### config.mk
export PLATFORM = sky130hd
export DESIGN_NAME = dpui_init
export DESIGN_NICKNAME = d
export VERILOG_FILES = /design/src/verilog/dpui_pkg.sv /design/src/verilog/dpui_sync.sv /design/src/verilog/dpui_init.sv
export SDC_FILE = /design/constraint.sdc
export NUM_CORES = 1
export LEC_CHECK = 0
export ABC_AREA = 1
export ABC_CLOCK_PERIOD_IN_PS = 13420
export BUFFER_PORTS_ARGS = -buffer_cell sky130_fd_sc_hd__buf_4
export CAP_MARGIN = 20
export CORE_MARGIN = 1.5
export CORE_UTILIZATION = 60
export CTS_BUF_LIST = sky130_fd_sc_hd__clkbuf_4 sky130_fd_sc_hd__clkbuf_8
export CTS_CLUSTER_DIAMETER = 120
export DETAILED_ROUTE_END_ITERATION = 8
export HOLD_SLACK_MARGIN = 0.15
export PLACE_DENSITY = 0.81
export SLEW_MARGIN = 20
export SYNTH_ARGS = -nofsm -noshare
export SYNTH_HDL_FRONTEND = slang
export SYNTH_HIERARCHICAL = 1
export SYNTH_SLANG_ARGS = --single-unit
### constraint.sdc
create_clock -name REF_CLK -period 13.42 [get_ports REF_CLK]
set_clock_uncertainty 0.15 [all_clocks]
set_input_delay 1.342 -clock REF_CLK [delete_from_list [all_inputs] [get_ports REF_CLK]]
set_output_delay 1.342 -clock REF_CLK [all_outputs]
set_load 0.005 [all_outputs]
### src/verilog/dpui_pkg.sv
package dpui_pkg;
  // Clock and wait times
  localparam int CLK_PERIOD_NS = 10;
  localparam int INIT_WAIT_US = 500;
  localparam int INIT_WAIT_CYC = (INIT_WAIT_US * 1000 + CLK_PERIOD_NS - 1) / CLK_PERIOD_NS;
  localparam int DLLK_CYC = 1024;
  localparam int ZQINIT_CYC = 1024;
  // Mode register geometry
  localparam int MR_W = 14;
  localparam int MR_NUM = 7;
  localparam int MR_SEL_W = 3;
  // Default fields after reset
  localparam int MR3_GEARDOWN_BIT = 3;
  localparam int MR3_PDA_BIT = 4;
  localparam int MR4_MPS_BIT = 1;
  localparam int MR4_CAL_LSB = 6;
  localparam int MR4_CAL_MSB = 8;
  localparam int MR5_PAR_LSB = 0;
  localparam int MR5_PAR_MSB = 2;
  localparam logic MR3_GEARDOWN_RST = 1'h0;
  localparam logic MR3_PDA_RST = 1'h0;
  localparam logic MR4_MPS_RST = 1'h0;
  localparam logic [2:0] MR4_CAL_RST = 3'h0;
  localparam logic [2:0] MR5_PAR_RST = 3'h0;
  localparam logic [MR_W-1:0] MR_RST = 14'h0000;
  // Fields used by the sequence
  localparam int MR0_DLL_RESET_BIT = 8;
  localparam int MR1_RTT_LSB = 8;
  localparam int MR1_RTT_MSB = 10;
  localparam int ZQ_LONG_BIT = 10;
  // Register map
  localparam logic [7:0] OFS_CTRL = 8'h00;
  localparam logic [7:0] OFS_STATUS = 8'h04;
  localparam logic [7:0] OFS_MR0 = 8'h08;
  localparam logic [7:0] OFS_MR_LAST = 8'h20;
  localparam int CTRL_TERM_EN_BIT = 0;
  localparam logic CTRL_TERM_EN_RST = 1'h1;
  localparam int ST_STATE_LSB = 0;
  localparam int ST_READY_BIT = 4;
  localparam int ST_HIZ_BIT = 5;
  localparam int ST_ERR_LSB = 8;
  localparam int ERR_W = 3;
  localparam int ERR_EARLY_CMD = 0;
  localparam int ERR_CKE_DROP = 1;
  localparam int ERR_TEN_HIGH = 2;
  typedef enum logic [2:0] {
    S_RESET = 3'h0,
    S_IWAIT = 3'h1,
    S_CKEWT = 3'h3,
    S_MRS = 3'h2,
    S_ZQ = 3'h6,
    S_READY = 3'h7
  } dpui_state_type;
endpackage

### src/verilog/dpui_sync.sv
`timescale 1ns/1ns
// Two-stage synchroniser for a bundle of pins
module dpui_sync #(
  parameter int W = 1,
  parameter logic [W-1:0] RST_VAL = '0
) (
  input wire logic clk,
  input wire logic rst,
  input wire logic [W-1:0] d,
  output logic [W-1:0] q
);
  logic [W-1:0] meta_ff;
  logic [W-1:0] sync_ff;

  // Only the second stage is visible to logic
  always_ff @(posedge clk or posedge rst) begin
    if (rst) begin
      meta_ff <= RST_VAL;
      sync_ff <= RST_VAL;
    end else begin
      meta_ff <= d;
      sync_ff <= meta_ff;
    end
  end

  assign q = sync_ff;
endmodule

### src/verilog/dpui_init.sv
`timescale 1ns/1ns
module dpui_init
  import dpui_pkg::*;
#(
  parameter int INIT_CYC = INIT_WAIT_CYC,
  parameter int DLL_CYC = DLLK_CYC,
  parameter int ZQ_CYC = ZQINIT_CYC
) (
  input wire logic REF_CLK,
  input wire logic RST,
  input wire logic RESET_N,
  input wire logic CKE,
  input wire logic CS_N,
  input wire logic ACT_N,
  input wire logic RAS_N,
  input wire logic CAS_N,
  input wire logic WE_N,
  input wire logic [1:0] BG,
  input wire logic [1:0] BA,
  input wire logic [MR_W-1:0] A,
  input wire logic ODT,
  input wire logic TEN,
  input wire logic [7:0] REG_ADDR,
  input wire logic [31:0] REG_WDATA,
  input wire logic REG_WR,
  input wire logic REG_RD,
  output logic [31:0] REG_RDATA,
  output logic TERM_ON,
  output logic ODT_HIZ,
  output logic INIT_READY
);
  localparam int PIN_W = 13 + MR_W;
  localparam int ICW = $clog2(INIT_CYC + 1);
  localparam int DCW = $clog2(DLL_CYC + 1);
  localparam int ZCW = $clog2(ZQ_CYC + 1);
  // Pins idle as if reset is held and nothing is selected
  localparam logic [PIN_W-1:0] PIN_RST = {7'h1f, 4'h0, {MR_W{1'b0}}, 2'h0};

  logic [PIN_W-1:0] pins_s;
  logic rst_pin_n, cke_s, cs_n_s, act_n_s, ras_n_s, cas_n_s, we_n_s;
  logic [1:0] bg_s, ba_s;
  logic [MR_W-1:0] a_s;
  logic odt_s, ten_s;

  // Every pin crosses two flops before use
  dpui_sync #(.W(PIN_W), .RST_VAL(PIN_RST)) u_sync (
    .clk(REF_CLK),
    .rst(RST),
    .d({RESET_N, CKE, CS_N, ACT_N, RAS_N, CAS_N, WE_N, BG, BA, A, ODT, TEN}),
    .q(pins_s)
  );
  assign {rst_pin_n, cke_s, cs_n_s, act_n_s, ras_n_s, cas_n_s, we_n_s,
          bg_s, ba_s, a_s, odt_s, ten_s} = pins_s;

  // Command decode, only while CKE is sampled high
  logic cmd_sel, mrs_cmd, zqcl_cmd;
  logic [MR_SEL_W-1:0] mr_sel;
  assign cmd_sel = cke_s & ~cs_n_s & act_n_s;
  assign mrs_cmd = cmd_sel & ~ras_n_s & ~cas_n_s & ~we_n_s;
  assign zqcl_cmd = cmd_sel & ras_n_s & cas_n_s & ~we_n_s & a_s[ZQ_LONG_BIT];
  assign mr_sel = {bg_s[0], ba_s};

  dpui_state_type state_ff, nxt_state;
  logic [ICW-1:0] init_cnt_ff, nxt_init_cnt;
  logic [DCW-1:0] dll_left_ff, nxt_dll_left;
  logic [ZCW-1:0] zq_left_ff, nxt_zq_left;
  logic dll_seen_ff, nxt_dll_seen;
  logic zq_seen_ff, nxt_zq_seen;
  logic [MR_W-1:0] mr_ff [MR_NUM];
  logic [MR_W-1:0] nxt_mr [MR_NUM];
  logic timers_done, in_config;

  assign timers_done = dll_seen_ff & zq_seen_ff & (dll_left_ff == '0) & (zq_left_ff == '0);
  assign in_config = (state_ff == S_MRS) | (state_ff == S_ZQ) | (state_ff == S_READY);

  // Sequence, mode registers and lock timers
  always_comb begin
    nxt_state = state_ff;
    nxt_init_cnt = init_cnt_ff;
    nxt_dll_left = dll_left_ff;
    nxt_zq_left = zq_left_ff;
    nxt_dll_seen = dll_seen_ff;
    nxt_zq_seen = zq_seen_ff;
    nxt_mr = mr_ff;
    if (dll_left_ff != '0) begin
      nxt_dll_left = dll_left_ff - DCW'(1);
    end
    if (zq_left_ff != '0) begin
      nxt_zq_left = zq_left_ff - ZCW'(1);
    end
    if (!rst_pin_n) begin
      // Other fields stay as they were; software must rewrite them anyway
      nxt_state = S_RESET;
      nxt_init_cnt = '0;
      nxt_dll_left = '0;
      nxt_zq_left = '0;
      nxt_dll_seen = 1'b0;
      nxt_zq_seen = 1'b0;
      nxt_mr[3][MR3_GEARDOWN_BIT] = MR3_GEARDOWN_RST;
      nxt_mr[3][MR3_PDA_BIT] = MR3_PDA_RST;
      nxt_mr[4][MR4_MPS_BIT] = MR4_MPS_RST;
      nxt_mr[4][MR4_CAL_MSB:MR4_CAL_LSB] = MR4_CAL_RST;
      nxt_mr[5][MR5_PAR_MSB:MR5_PAR_LSB] = MR5_PAR_RST;
    end else begin
      case (state_ff)
        S_RESET: begin
          nxt_state = S_IWAIT;
          nxt_init_cnt = '0;
        end
        S_IWAIT: begin
          // Paced by the internal clock only, the CK pins play no part
          if (init_cnt_ff == ICW'(INIT_CYC - 1)) begin
            nxt_state = S_CKEWT;
          end else begin
            nxt_init_cnt = init_cnt_ff + ICW'(1);
          end
        end
        S_CKEWT: begin
          if (cke_s) begin
            nxt_state = S_MRS;
          end
        end
        S_MRS: begin
          if (zqcl_cmd) begin
            nxt_state = S_ZQ;
          end
        end
        S_ZQ: begin
          if (timers_done) begin
            nxt_state = S_READY;
          end
        end
        S_READY: begin
          nxt_state = S_READY;
        end
        default: begin
          nxt_state = S_RESET;
        end
      endcase
      // Mode register loads and timer starts once configured
      if (in_config && mrs_cmd && mr_sel < MR_SEL_W'(MR_NUM)) begin
        nxt_mr[mr_sel] = a_s;
        if (mr_sel == '0 && a_s[MR0_DLL_RESET_BIT]) begin
          nxt_dll_left = DCW'(DLL_CYC);
          nxt_dll_seen = 1'b1;
        end
      end
      if (in_config && zqcl_cmd) begin
        nxt_zq_left = ZCW'(ZQ_CYC);
        nxt_zq_seen = 1'b1;
      end
    end
  end

  always_ff @(posedge REF_CLK or posedge RST) begin
    if (RST) begin
      state_ff <= S_RESET;
      init_cnt_ff <= '0;
      dll_left_ff <= '0;
      zq_left_ff <= '0;
      dll_seen_ff <= 1'b0;
      zq_seen_ff <= 1'b0;
      for (int i = 0; i < MR_NUM; i++) begin
        mr_ff[i] <= MR_RST;
      end
    end else begin
      state_ff <= nxt_state;
      init_cnt_ff <= nxt_init_cnt;
      dll_left_ff <= nxt_dll_left;
      zq_left_ff <= nxt_zq_left;
      dll_seen_ff <= nxt_dll_seen;
      zq_seen_ff <= nxt_zq_seen;
      mr_ff <= nxt_mr;
    end
  end

  // Pin-facing outputs, registered from next values
  logic odt_hiz_ff, nxt_odt_hiz;
  logic term_on_ff, nxt_term_on;
  logic ready_ff, nxt_ready;
  logic ctrl_term_ff, nxt_ctrl_term;
  logic [ERR_W-1:0] err_ff, nxt_err;
  logic [31:0] rdata_ff, nxt_rdata;
  logic [ERR_W-1:0] err_set;

  // Faults seen on the pins; these only report, never steer
  always_comb begin
    err_set = '0;
    err_set[ERR_EARLY_CMD] = rst_pin_n & ~in_config & cke_s & (mrs_cmd | zqcl_cmd);
    err_set[ERR_CKE_DROP] = rst_pin_n & ((state_ff == S_MRS) | (state_ff == S_ZQ)) & ~cke_s;
    err_set[ERR_TEN_HIGH] = ten_s & (state_ff != S_READY);
  end

  // Register bus, status flags and termination control
  always_comb begin
    nxt_odt_hiz = ~rst_pin_n | (nxt_state == S_RESET) | (nxt_state == S_IWAIT)
                | (nxt_state == S_CKEWT);
    // Termination needs RTT_NOM, the ODT pin and a software allow
    nxt_term_on = ~nxt_odt_hiz & ctrl_term_ff & odt_s
                & (nxt_mr[1][MR1_RTT_MSB:MR1_RTT_LSB] != 3'h0);
    nxt_ready = rst_pin_n & (nxt_state == S_READY);
    nxt_ctrl_term = ctrl_term_ff;
    nxt_err = err_ff;
    nxt_rdata = 32'h0000_0000;
    if (REG_WR) begin
      if (REG_ADDR == OFS_CTRL) begin
        nxt_ctrl_term = REG_WDATA[CTRL_TERM_EN_BIT];
      end else if (REG_ADDR == OFS_STATUS) begin
        nxt_err = err_ff & ~REG_WDATA[ST_ERR_LSB +: ERR_W];
      end
    end
    // A new fault in the clearing cycle stays set
    nxt_err = nxt_err | err_set;
    if (REG_RD) begin
      if (REG_ADDR == OFS_CTRL) begin
        nxt_rdata[CTRL_TERM_EN_BIT] = ctrl_term_ff;
      end else if (REG_ADDR == OFS_STATUS) begin
        nxt_rdata[ST_STATE_LSB +: 3] = state_ff;
        nxt_rdata[ST_READY_BIT] = ready_ff;
        nxt_rdata[ST_HIZ_BIT] = odt_hiz_ff;
        nxt_rdata[ST_ERR_LSB +: ERR_W] = err_ff;
      end else if (REG_ADDR >= OFS_MR0 && REG_ADDR <= OFS_MR_LAST && REG_ADDR[1:0] == 2'h0) begin
        nxt_rdata[MR_W-1:0] = mr_ff[3'((REG_ADDR - OFS_MR0) >> 2)];
      end
    end
  end

  always_ff @(posedge REF_CLK or posedge RST) begin
    if (RST) begin
      odt_hiz_ff <= 1'b1;
      term_on_ff <= 1'b0;
      ready_ff <= 1'b0;
      ctrl_term_ff <= CTRL_TERM_EN_RST;
      err_ff <= '0;
      rdata_ff <= 32'h0000_0000;
    end else begin
      odt_hiz_ff <= nxt_odt_hiz;
      term_on_ff <= nxt_term_on;
      ready_ff <= nxt_ready;
      ctrl_term_ff <= nxt_ctrl_term;
      err_ff <= nxt_err;
      rdata_ff <= nxt_rdata;
    end
  end

  assign REG_RDATA = rdata_ff;
  assign TERM_ON = term_on_ff;
  assign ODT_HIZ = odt_hiz_ff;
  assign INIT_READY = ready_ff;

  // Checks on the sequence

  property p_mr_defaults;
    @(posedge REF_CLK) disable iff (RST)
    !rst_pin_n |=> (mr_ff[3][MR3_GEARDOWN_BIT] == 1'b0) && (mr_ff[3][MR3_PDA_BIT] == 1'b0)
      && (mr_ff[4][MR4_MPS_BIT] == 1'b0) && (mr_ff[4][8:6] == 3'h0) && (mr_ff[5][2:0] == 3'h0);
  endproperty
  a_mr_defaults: assert property (p_mr_defaults)
    else $error("mode register defaults not applied in reset");

  property p_init_span;
    @(posedge REF_CLK) disable iff (RST)
    (state_ff == S_CKEWT && $past(state_ff) == S_IWAIT)
      |-> $past(init_cnt_ff) == ICW'(INIT_CYC - 1);
  endproperty
  a_init_span: assert property (p_init_span)
    else $error("internal init left before its count");

  property p_init_hold;
    @(posedge REF_CLK) disable iff (RST)
    (state_ff == S_IWAIT && rst_pin_n && init_cnt_ff != ICW'(INIT_CYC - 1))
      |=> state_ff == S_IWAIT;
  endproperty
  a_init_hold: assert property (p_init_hold)
    else $error("internal init cut short");

  property p_hiz_reset;
    @(posedge REF_CLK) disable iff (RST)
    !rst_pin_n |=> ODT_HIZ && !TERM_ON;
  endproperty
  a_hiz_reset: assert property (p_hiz_reset)
    else $error("termination active during reset");

  property p_hiz_release;
    @(posedge REF_CLK) disable iff (RST)
    // A fresh reset pulse may bring high-Z back at once
    (state_ff == S_CKEWT && cke_s && rst_pin_n)
      |=> !ODT_HIZ ##1 (!ODT_HIZ || $past(!rst_pin_n));
  endproperty
  a_hiz_release: assert property (p_hiz_release)
    else $error("termination not released after CKE high");

  property p_ready_cause;
    @(posedge REF_CLK) disable iff (RST)
    $rose(INIT_READY) |-> $past(timers_done) && $past(state_ff) == S_ZQ;
  endproperty
  a_ready_cause: assert property (p_ready_cause)
    else $error("ready before lock and calibration times");

  property p_restart;
    @(posedge REF_CLK) disable iff (RST)
    (!rst_pin_n ##1 rst_pin_n) |=> state_ff == S_IWAIT && !INIT_READY;
  endproperty
  a_restart: assert property (p_restart)
    else $error("reset pulse did not restart the sequence");
endmodule

======== Word-level counts from Yosys, hierarchy flattened ========
Cells that the tools add are included.
Widths: inputs -> output; s select.
word-level totals
  bits of input ports ..................... 71
  output and inout port bits .............. 35
  word-level logic and storage cells ...... 160
  register bits after elaboration ......... 216
operators by class
  eq/ne operators ......................... 17
  reductions and logical operators ........ 21
  muxes and demuxes ....................... 46
  bitwise logic cells ..................... 41
  $add $sub $neg .......................... 4
  magnitude comparators ................... 6
operator list
  operator               number
  $bwmux 98              1
  $mux 81                1
  $mux 11                7
  $mux 14                5
  $bmux 14 s3            1
  $demux 14 s3           1
  $mux 3                 13
  $mux 34                1
  $mux 16                2
  $pmux 16 s2            1
  $and 1x1->1            22
  $logic_not 11->1       2
  $reduce_bool 11->1     2
  $sub 11x1->11 const B  2
  $pmux 3 s6             1
  $add 16x1->16 const B  1
  $eq 16x16->1 const B   1
  $mux 13                1
  $ne 3x3->1 const B     4
  $eq 3x2->1 const B     3
  $eq 3x3->1 const B     3
  $logic_not 3->1        3
  $eq 8x3->1 const B     1
  $ge 4x4->1 const B     2
  20 further kinds       54

======== Longest topological paths before layout ========
Gate-level depths: netlist of the first run.
  depth after elaboration ................. 18
  mapped depth ............................ 13
  depth with buffers taken out ............ 13

======== By module ========
The synthesis of the first run kept the hierarchy.
by module, submodules not included
  module     seq. area each (um^2)  cells each  area an instance (um^2)  instances
  dpui_init  4056.4                 963         8051.5                   1
  dpui_sync  1363.8                 55          1367.6                   1

======== Worst setup path before layout of the first run ========
OpenSTA, ideal clock, no wires.
  path type ............................... input to register
  start ................................... in REG_ADDR[3]
  end ..................................... reg rdata_ff[10] (netlist: REG_RDATA[10])
  path slack .............................. 10.692 ns
  arrival time ............................ 2.500 ns
  library setup time ...................... 0.077 ns
  path buffers ............................ 2
  cell stages on the path ................. 8
  data required time ...................... 13.193 ns
  path through ............................ inv_2 -> ha_1 -> buf_1 -> clkbuf_1 -> a21oi_1 -> o21ai_0 -> nand3_1 -> a21oi_1
on the way
  longest elaborated chain between the ends .. 9
  elaborated cells on any way between the ends .. 15
  classes of those cells .................. add/sub (1); order compare (2); eq/ne (1); mux (7); bitwise (1); reduce/logical (3)
RTL lines
  element                                     RTL line          source
  from (decl)                                 dpui_init.sv:23   input wire logic [7:0] REG_ADDR,
  $sub 5x4->5                                 dpui_init.sv:223  nxt_rdata[MR_W-1:0] = mr_ff[3'((REG_ADDR - OFS_MR0) >> 2)];
  $not 3->4 (implied by the code)             dpui_init.sv:223
  $bmux 14 s3                                 dpui_init.sv:223
  $mux 14 (implied by the code) (2 in a row)  dpui_init.sv:223
  $mux 14                                     dpui_init.sv:222  end else if (REG_ADDR >= OFS_MR0 && REG_ADDR <= OFS_MR_LAST && REG_ADDR[1:0] == 2'h0) begin
  $mux 3                                      dpui_init.sv:217  end else if (REG_ADDR == OFS_STATUS) begin
  $mux 13 (*)                                 dpui_init.sv:215  if (REG_ADDR == OFS_CTRL) begin
  $mux 14 (*)                                 dpui_init.sv:214  if (REG_RD) begin
  via nxt_rdata[10]                           dpui_init.sv:183  logic [31:0] rdata_ff, nxt_rdata;
  to (signal assigned)                        dpui_init.sv:242  rdata_ff <= nxt_rdata;
  to (decl)                                   dpui_init.sv:183
The timed path passes the listed nets; every way through them passes the cells marked *. The select of a mux whose other input is x is not followed.
A chain may end at the register's enable or synchronous reset.

======== Worst setup path after layout of the first run ========
  start ................................... in REG_ADDR[2]
  end ..................................... reg rdata_ff[12] (netlist: REG_RDATA[12])
The elaborated chain is that of the path after synthesis.

==> results.md, run 1 <==
- The clock passes through at most 3 buffers.
- After synthesis the cells add up to about 9400 um^2.
- Routability-driven placement finished with a final weighted congestion of 0.872.
- The utilization after layout is 69.6%.
- In the global route stage, overall resource usage came out at 26.8%.
- The power consumption is 1.45 mW.
- The initial utilization of the core area, before any placement, comes to 61.6%.
- The total routed wirelength is 20.6 mm.
- The hold slack is 0.196 ns.
- The run finished with clean final reports.
- The total congestion overflow after global routing is 0.
- The final hold violation count came to 0.
- The number of buffer cells added on primary ports is between 50 and 60.
- After the first detailed-routing iteration, the DRC count stood at 644.
- The H-tree generated during clock tree synthesis spans 2 levels.
- The post-cts repair resize count is 0.
- Detailed placement ended at an HPWL of roughly 13 mm.
- The clock latency on the worst-skew pair is 0.52 ns.
- The fill cell instance count of the final layout is 1167.
- The final cycle utilization of the critical path is 26.0%.
- The number of clock sinks seen by CTS is about 210.
- The number of antenna diodes is 0.
- Across the run, the number of max-cap violations was 0.
- The number of iterations in the first detailed-routing pass is 5.
- The setup slack after placement is 9.50 ns.
- Of the cells placed in the final design, the portion with a size suffix greater than 1 is roughly 16%.
- Buffers inserted during clock tree synthesis total 35.
- The largest net degree at the start of global routing is 91.
- TritonCTS built the clock tree.
- In the routed design, unresolved DRC markers number 0.
- The net count of the finished layout is 1156.
- The highest fanout seen on the critical path is 31.
- The number of primary I/O pins is 106.
- The via count of the first global-routing pass is 7110.
- The final cell count without fillers is ~1300.
- Timing would allow up to 0.286 GHz.
- The number of antenna violations at the first check in global routing is 0.
- The worst path meets setup with 9.93 ns of slack.
- Summed over all failing endpoints, the final setup total negative slack is 0 ns.
- The static leakage is between 5 and 6 nW.
- The detailed-route via count is 7369.
- The slew at the pin with the worst max-slew slack is approximately 0.94 ns.
- The data arrival time of the critical path is 3.71 ns.
- The kind of critical path is in -> reg.
- At the worst endpoint, the required time is 13.64 ns.
- In this run the power density over the cells is 137 nW/um^2.
- The worst min-delay path category is reg -> reg.
- The number of standard-cell rows in the floorplan is between 40 and 50.
- With fillers left out, the area of the finished cells amounts to 10600 um^2.
- The root buffer cell is clkbuf_8.
- The final count of negative-setup-slack endpoints is 0.
- Measured against its own limit, the worst slew margin works out to 37.4%.
- Across the VDD grid, the largest voltage drop is 89.7 uV.
- The horizontal die dimension is 128 um.
- The floorplan step defined a die boundary enclosing 16400 um^2.
- In the final routed layout, each cell accounts on average for 16.0 um.
- In the final layout, the multi-input gates occupy 3400 um^2.
- The max-slew violation count is 0.
- The detail-routed via count per cell is between 5 and 6.
- The average cell area after synthesis is between 9 and 10 um^2.
- Yosys printed 6 warnings.
- The worst setup path is captured at a flip-flop.
- The height of the chip is 128 um.
- The synthesis-to-layout area growth is 12.9%.
- Setup repair after global routing left no endpoint under its margin.
- The clock edge transition at the registers on the reported setup and hold paths is 0.06 ns.
- The post-CTS setup buffer count is 0.
- The total cell area at the placement stage is 9800 um^2.
- The type of element launching the critical path is an input port.
- Across the whole layout, storage elements account for 5370 um^2.
- The global-route wire length before repair is 34.7 mm.
- The placed instance count is 1230.
- The time the final worst path needs with I/O delays and setup is 3.49 ns.
- The number of instances in the synthesized netlist is 1016.
- Once detail routing completed, the nets flagged for antenna violations numbered 0.
- The region available for standard cell placement spans 15200 um^2.
- After clock tree synthesis, the flow added hold-fix buffers numbering 0.
[layer usage]
metal  vias to the layer above  wire, um  track usage [%]
li1                       3467         -                -
met1                      3539      8870             38.2
met2                       306      9660             41.5
met3                        57      1580             5.26
met4                         0       526             9.65
met5                         -         0                0
[worst paths after layout]
check	from	end	slack [ns]	cells after the start
max	REG_ADDR[2]	REG_RDATA[12]	9.93	8
min	u_sync/meta_ff[7]	u_sync/q[7]	0.20	0
max reg2reg	u_sync/q[26]	TERM_ON	10.67	8
min reg2reg	u_sync/meta_ff[7]	u_sync/q[7]	0.20	0
max in group asynchronous	RST	mr_ff[93]	10.84	3
min in group asynchronous	RST	mr_ff[32]	0.85	2
[flip-flops by register name (all words and copies together) (netlist names), 3 cells and up]
signal	cells
REG_RDATA	14
dll_left_ff	11
err_ff	3
init_cnt_ff	16
mr_ff	98
state_ff	3
u_sync/meta_ff	26
u_sync/q	26
zq_left_ff	11
[final cells by class]
class / instances / share of cell area (%)
clock inverter: 5 / 0.237
clock buffer: 58 / 7.08
timing repair buffer: 61 / 4.33
tap: 188 / 2.22
multi-input combinational: 679 / 32.2
sequential: 214 / 50.8
inverter: 88 / 3.18
[power by group]
part	switching [mW]	total (mW)	internal, mW
Combinational	0.109	0.163	0.0539
Clock	0.250	0.602	0.352
Sequential	0.0167	0.687	0.670
Total	0.376	1.45	1.08
[placed cells by master (no fill, tap or decap), types with 14 or more instances in the layout]
cell type / n
o21ai_2: 14
buf_4: 61
o21ai_0: 74
nor2_1: 88
a21oi_1: 33
nand3_1: 62
inv_1: 81
nand2_1: 228
conb_1: 18
clkbuf_8: 50
nor3_1: 23
o21ai_1: 34
dfrtp_1: 202
nand4_1: 17
[worst max-delay path: stages]
cell	delay, ns
buf_4	0.22
inv_2	0.49
nand2_1	0.11
nand2_1	0.09
nand3_1	0.07
a31oi_2	0.53
nand2_1	0.41
a211oi_1	0.42
(Power assumes the default switching activity.)
==> inputs of run 2 (changes only) <==
--- a/config.mk
+++ b/config.mk
@@ -6,7 +6,7 @@
 export NUM_CORES = 1
 export LEC_CHECK = 0
 export ABC_AREA = 1
-export ABC_CLOCK_PERIOD_IN_PS = 13420
+export ABC_CLOCK_PERIOD_IN_PS = 3300
 export BUFFER_PORTS_ARGS = -buffer_cell sky130_fd_sc_hd__buf_4
 export CAP_MARGIN = 20
 export CORE_MARGIN = 1.5
==> constraint.sdc (replaced) <==
create_clock -name REF_CLK -period 3.3 [get_ports REF_CLK]
set_clock_uncertainty 0.15 [all_clocks]
set_input_delay 0.33 -clock REF_CLK [delete_from_list [all_inputs] [get_ports REF_CLK]]
set_output_delay 0.33 -clock REF_CLK [all_outputs]
set_load 0.005 [all_outputs]
==> results.md, run 2 (synthesis gave the netlist of run 1 again) <==
- The run finished with clean final reports.
- The number of maximum-capacitance violations is 0.
- The number of primary I/O pins is 106.
- For this design, the sink count on the clock tree is 214.
- Cells with a size suffix above 1 make up 16.0% of the layout.
- In the layout the commonest cells are 228 x nand2_1, 202 x dfrtp_1, 88 x nor2_1.
- Along the worst hold path, the cell count comes to 0.
- The startpoint of the lowest-slack register-to-register path is u_sync/q[16].
- The endpoint identified for the worst register-to-register timing path is TERM_ON.
- The number of standard-cell rows in the floorplan is 45.
- The worst setup path is of the in -> reg kind.
- The routed design uses 1.63 mm of met3 wire.
- Power spread over the standard cell area amounts to 550 nW/um^2.
- The worst hold path terminates at u_sync/q[6].
- In the finished design, the share of the clock period the worst path needs comes to 84.1%.
- The setup check on the worst reg-to-reg path leaves a slack of 0.99 ns.
- The synthesis-to-layout area growth is 18.2%.
- Derived from the worst setup path, the maximum achievable clock frequency is 0.360 GHz.
- In this run the remaining antenna-violating nets after routing total 0.
- For the worst flop-to-flop path, the logic depth is 7.
- Clock-pin slew was measured on the worst setup and hold paths at 0.06 ns.
- Setup repair after global routing left no endpoint under its margin.
- After detailed routing, the met2 layer carries between 9 and 10 mm of wire.
- The number of violations reported at the end of detailed-routing iteration 0 is 652.
- STA classifies the critical path endpoint as a flip-flop.
- The final cell count without fillers is 1341.
- In this run the clock root is driven by a clkbuf_8.
- The type of element launching the critical path is an input port.
- The via count of the first global-routing pass is 7157.
- STA puts the critical path data required time at roughly 3.5 ns.
- The global-route usage over all layers is 27.3%.
- In the routed layout, each cell is associated on average with a via count of 5.57.
- The clock passes through at most 3 buffers.
- The highest metal layer with signal wires is met4.
- OpenSTA, run right after detailed placement, puts the worst setup slack at 0.946 ns.
- The library cell used most frequently in the layout, excluding fill and tap cells, is nand2_1.
- The count of unresolved DRC violations after routing is 0.
- mr_ff holds more flip-flops than any other register.
- The H-tree was split into 2 levels.
- The total area inside the core boundary comes to 15200 um^2.
- The number of antenna diodes is 0.
- The data arrival time of the critical path is 3.01 ns.
- The length of routed wiring on met1 is 9.12 mm.
- Once the floorplan was initialized, standard cells occupied 61.6% of the core.
- The placed instance count is 1237.
- The post-layout worst setup margin is 0.526 ns.
- The per-cell routed wire length is 15.7 um.
- The worst path in the final design needs a cycle of 2.77 ns, including I/O delays and setup.
- Detailed placement ended at an HPWL of 12.9 mm.
- The startpoint identified for the worst hold timing path is u_sync/meta_ff[6].
- The slew at the pin with the worst max-slew slack is 0.905 ns.
- The height of the chip is 128 um.
- The final count of negative-setup-slack endpoints is 0.
- At the end of the flow, the number of nets in the layout was 1203.
- Entering global routing, the biggest net connects 74 pins.
- In this run, CTS created clock tree buffers numbering 36.
- The post-CTS setup buffer count is 0.
- The number of antenna violations at the first check in global routing is 0.
- The number of gates resized after CTS was 0.
- TritonCTS built the clock tree.
- During placement, the flow inserted port buffers numbering 58.
- The worst min-delay path category is reg -> reg.
- In this run the static leakage power is roughly 5.3 nW.
- The first detailed-routing pass took 5 iterations.
- After detailed routing, the total wire length is 21.1 mm.
- The worst pin sits at a relative slew slack of slightly below 40%.
- The global placement routability congestion is about 0.87.
- For this block, the via count after detailed routing is 7470.
- The max-slew violation count came to 0.
- The worst-case vdd ir drop is 369 uV.
- Adding up every negative setup slack in the final design gives 0 ns.
- Summed over all layers, the global routing overflow is 0.
- The final hold violation count was 0.
- The register with the most flip-flops in the layout has 98 of them.
- The floorplan die area is 16400 um^2.
- In this run the horizontal extent of the chip is 128 um.
- The highest fanout seen on the critical path is 6.
- The clock reaches the later pin of the worst-skew pair after approximately 0.54 ns.
- The global-route wire length before repair is 35.1 mm.
run 2: worst max-delay path, stage by stage:
cell           delay [ns]
dlygate4sd3_1        0.54
buf_4                0.13
nor2_1               0.19
dlygate4sd3_1        0.60
nand4_1              0.25
o31ai_1              0.32
dlygate4sd3_1        0.59
o41ai_1              0.07
run 2: area by class of cell:
| class | count | area [um^2] |
|---|---|---|
| flip-flops and latches | 214 | 5370 |
| fillers | 1118 | 4120 |
| multi-input cells | 679 | 3400 |
| repair buffers | 107 | 926 |
| clock buffers | 60 | 732 |
| inverters | 88 | 335 |
| well taps | 188 | 235 |
| clock inverters | 5 | 78.8 |
run 2: timing repair:
action,4_1_cts,5_1_grt
endpoints found under the hold margin,240,0
hold buffers,39,0
endpoints found under the setup margin,0,0
run 2: metal layers:
metal / GRT usage (%) / up-vias
met4: 10.6 / 0
met2: 42.6 / 330
met5: 0 / -
met3: 5.38 / 49
met1: 38.1 / 3519
li1: - / 3572
run 2: where the power goes:
part,switching [mW],internal [mW],leakage (nW)
Clock,1.03,1.56,0.433
Combinational,0.455,0.255,2.05
Sequential,0.0697,2.73,2.82
run 2: stage by stage:
stage | power (mW) | area, um^2 | util (%) | hold WS, ns
final | 6.09 | 11100 | 72.9 | 0.189
after global routing | 6.36 | 11100 | 72.9 | 0.202
after CTS | 6.12 | 11100 | 72.9 | 0.169
after detailed placement | 3.50 | 9880 | 65.0 | 0.185
after global placement | 3.47 | 9880 | 65.0 | 0.182
after floorplan | 3.32 | 9440 | - | 0.181
run 2: worst max path at each step:
stage,start,to,slack (ns),depth (start not counted)
after floorplan,RST,INIT_READY,0.76,1
after global placement,REG_ADDR[3],REG_RDATA[0],0.96,8
after detailed placement,REG_ADDR[3],REG_RDATA[2],0.95,8
after CTS,REG_ADDR[0],err_ff[1],0.65,8
after global routing,REG_ADDR[0],err_ff[1],0.39,8
final,REG_ADDR[0],err_ff[1],0.53,8
==> inputs of run 3 (changes only) <==
--- a/config.mk
+++ b/config.mk
@@ -5,8 +5,8 @@
 export SDC_FILE = /design/constraint.sdc
 export NUM_CORES = 1
 export LEC_CHECK = 0
-export ABC_AREA = 1
-export ABC_CLOCK_PERIOD_IN_PS = 3300
+export ABC_AREA = 0
+export ABC_CLOCK_PERIOD_IN_PS = 2700
 export BUFFER_PORTS_ARGS = -buffer_cell sky130_fd_sc_hd__buf_4
 export CAP_MARGIN = 20
 export CORE_MARGIN = 1.5
@@ -15,7 +15,7 @@
 export CTS_CLUSTER_DIAMETER = 120
 export DETAILED_ROUTE_END_ITERATION = 8
 export HOLD_SLACK_MARGIN = 0.15
-export PLACE_DENSITY = 0.81
+export PLACE_DENSITY = 0.82
 export SLEW_MARGIN = 20
 export SYNTH_ARGS = -nofsm -noshare
 export SYNTH_HDL_FRONTEND = slang
==> constraint.sdc (replaced) <==
create_clock -name REF_CLK -period 2.7 [get_ports REF_CLK]
set_clock_uncertainty 0.15 [all_clocks]
set_input_delay 0.27 -clock REF_CLK [delete_from_list [all_inputs] [get_ports REF_CLK]]
set_output_delay 0.27 -clock REF_CLK [all_outputs]
set_load 0.005 [all_outputs]
==> results.md, run 3 <==
- Cells with a size suffix above 1 make up 34.8% of the layout.
- The final hold violation count was 0.
- The largest net degree at the start of global routing is 38.
- The CTS tree is yes.
- The placed instances occupy a cell area of 9850 um^2.
- After layout, the design draws a total of 6.42 mW.
- Once the clock tree was built, the setup fixing pass inserted 0 buffers.
- The slowest stage cell on the critical path is or4_4.
- Across the run, the number of max-cap violations was 0.
- For the worst setup path, the data required time is 2.95 ns.
- Averaged over all synthesized cells, the footprint is around 13 um^2.
- The static leakage is about 5.2 nW.
- The height of the chip is 126 um.
- The final cycle utilization of the critical path is 94.2%.
- The delay of the slowest cell on the worst path is 0.59 ns.
- Input and output buffers added on the ports amount to 58.
- The cell area after synthesis is around 9100 um^2.
- The floorplan die area is 15900 um^2.
- The path class of the tightest hold or removal check is in -> async.
- The register with the most flip-flops in the layout has ~100 of them.
- The CTS buffer count is 37.
- For the pin with the worst max-slew slack, the measured transition is 0.800 ns.
- Counting every instance in the synthesized netlist gives 697.
- The kind of critical path is reg -> reg.
- After global routing the overflow that remains totals 0.
- The total routed wirelength is 19.2 mm.
- VDD sags by at most roughly 380 uV.
- Together, buffers and inverters on the worst path number 0.
- The detail-routed via count per cell is 5.88.
- In the routed design, unresolved DRC markers number 1.
- In this run, the number of DRC markers left after iteration 0 of detailed routing was 382.
- The relative slew slack is 46.6%.
- Setup violations remaining at the end of the flow were counted as 0.
- The final-layout setup total negative slack is 0 ns.
- For this design, the sink count on the clock tree is 214.
- The register with the most flip-flops in the final layout is mr_ff.
- The data arrival time of the critical path is ~2.8 ns.
- The first TritonRoute pass finished after 9 iterations.
- The type of element launching the critical path is a flip-flop.
- The global placement routability congestion is 0.821.
- The number of standard-cell rows in the floorplan is 44.
- The synthesis-to-layout area growth is 20.4%.
- The net total in the final layout is 910.
- The level count of the clock H-tree is 2.
- At the later pin of the worst-skew pair, clock insertion delay measures 0.52 ns.
- The root buffer cell is clkbuf_8.
- The HPWL after detailed placement is 12.6 mm.
- The via count of the first global-routing pass came to 6429.
- The number of antenna violations at the first check in global routing is 0.
- Once layout is complete, the utilization of the core stands at 74.8%.
- The signal on the critical path passes through ha_1, or4bb_1, or4_4, o21ai_1, nor2_1, mux2_2.
- The number of primary I/O pins is 106.
- The cell family contributing the most delay on the critical path is simple AND/OR/NAND/NOR gates.
- The worst setup path is captured at a flip-flop.
- The post-layout worst setup margin is about 0.16 ns.
- The clock edge transition at the registers on the reported setup and hold paths is 0.06 ns.
- The global-route usage over all layers is 25.6%.
- The post-route standard cell area excluding fillers is 11000 um^2.
- The final reports fail on design-rule violations.
- The max-slew violation count is 0.
- Setup repair after global routing left no endpoint under its margin.
- The first global-routing pass estimated between 30 and 40 mm of wire.
- The initial utilization of the core area, before any placement, comes to 62.1%.
- The repair_antennas step left the layout with diodes totalling 0.
- The highest fanout seen on the critical path is 5.
- Yosys printed 6 warnings.
- Timing analysis after detailed placement gives a worst setup slack of 0.128 ns.
- The leading cell type in the layout, fill and taps excluded is dfrtp_1.
- The library cells used most frequently in the layout, excluding fill and tap cells, are 202 x dfrtp_1, 105 x mux2_2, 83 x buf_4.
- The fmax is 0.393 GHz.
- The detailed-route via count is between 6000 and 7000.
- The floorplan step defined a core boundary enclosing around 15000 um^2.
- Once detail routing completed, the nets flagged for antenna violations numbered 0.
- The die is about 130 um wide.
- The per-cell routed wire length is around 19 um.
- The time the final worst path needs with I/O delays and setup is 2.54 ns.
- The run finished, with violations left.
- In this run the power density over the cells is around 590 nW/um^2.
- The clock passes through at most 3 buffers.
## run 3: cell count changes in the layout (fill, tap and decap cells not counted), moves of 13 or more
cell / delta
nor2_1: -23
a22oi_1: +20
o221ai_1: -13
o21ai_0: -61
inv_1: -68
mux2_2: +105
nand2_1: -195
a21oi_1: -18
o21ai_1: -32
o21ai_2: -14
mux4_2: +14
buf_4: +17
nand3_1: -47
## run 3: routing by layer
| metal | up-vias | share of wire (%) | track usage [%] |
|---|---|---|---|
| li1 | 2730 | - | - |
| met1 | 3075 | 42 | 33.6 |
| met2 | 252 | 49 | 42.1 |
| met3 | 51 | 5.9 | 5.06 |
| met4 | 0 | 3.1 | 11.0 |
| met5 | - | 0 | 0 |
## run 3: cell type report
type                            count  area [um^2]
Clock inverter                      5         27.5
Tap cell                          184          230
Inverter                           15         60.1
Fill cell                         924         3690
Multi-Input combinational cell    440         3490
Sequential cell                   214         5370
Timing Repair Buffer              125         1080
Clock buffer                       55          688
## run 3: worst reg2reg max path, stage by stage (launching register included)
cell and delay [ns]:
dfrtp_1 0.41, ha_1 0.25, or4bb_1 0.41, or4_4 0.59, o21ai_1 0.26, nor2_1 0.10, mux2_2 0.28
## run 3: timing repair
action                                  4_1_cts  5_1_grt
gates resized for setup                       0        1
endpoints found under the setup margin        0        1
hold endpoints to repair                    125        0
hold buffers                                 38        0
## run 3: stage by stage
step	hold slack (ns)	std cells
5_1_grt	0.201	1038
4_1_cts	0.167	1038
3_3_place_gp	0.149	940
3_5_place_dp	0.162	940
2_1_floorplan	0.124	714
6_report	0.173	1038
## run 3: worst paths after layout
check / start / to / slack (ns) / cells past startpoint
max in group asynchronous: RST / mr_ff[90] / 1.29 / 4
hold / removal: RST / u_sync/q[1] / 0.17 / 3
setup reg to reg: init_cnt_ff[0] / init_cnt_ff[4] / 0.16 / 6
setup / recovery: init_cnt_ff[0] / init_cnt_ff[4] / 0.16 / 6
hold reg to reg: u_sync/meta_ff[16] / u_sync/q[16] / 0.20 / 0
min in group REF_CLK: u_sync/meta_ff[16] / u_sync/q[16] / 0.20 / 0
## run 3: power by group
part / leakage, nW / internal [mW] / switching (mW)
registers: 2.84 / 3.26 / 0.0474
logic: 1.98 / 0.118 / 0.157
clock network: 0.383 / 1.62 / 1.22
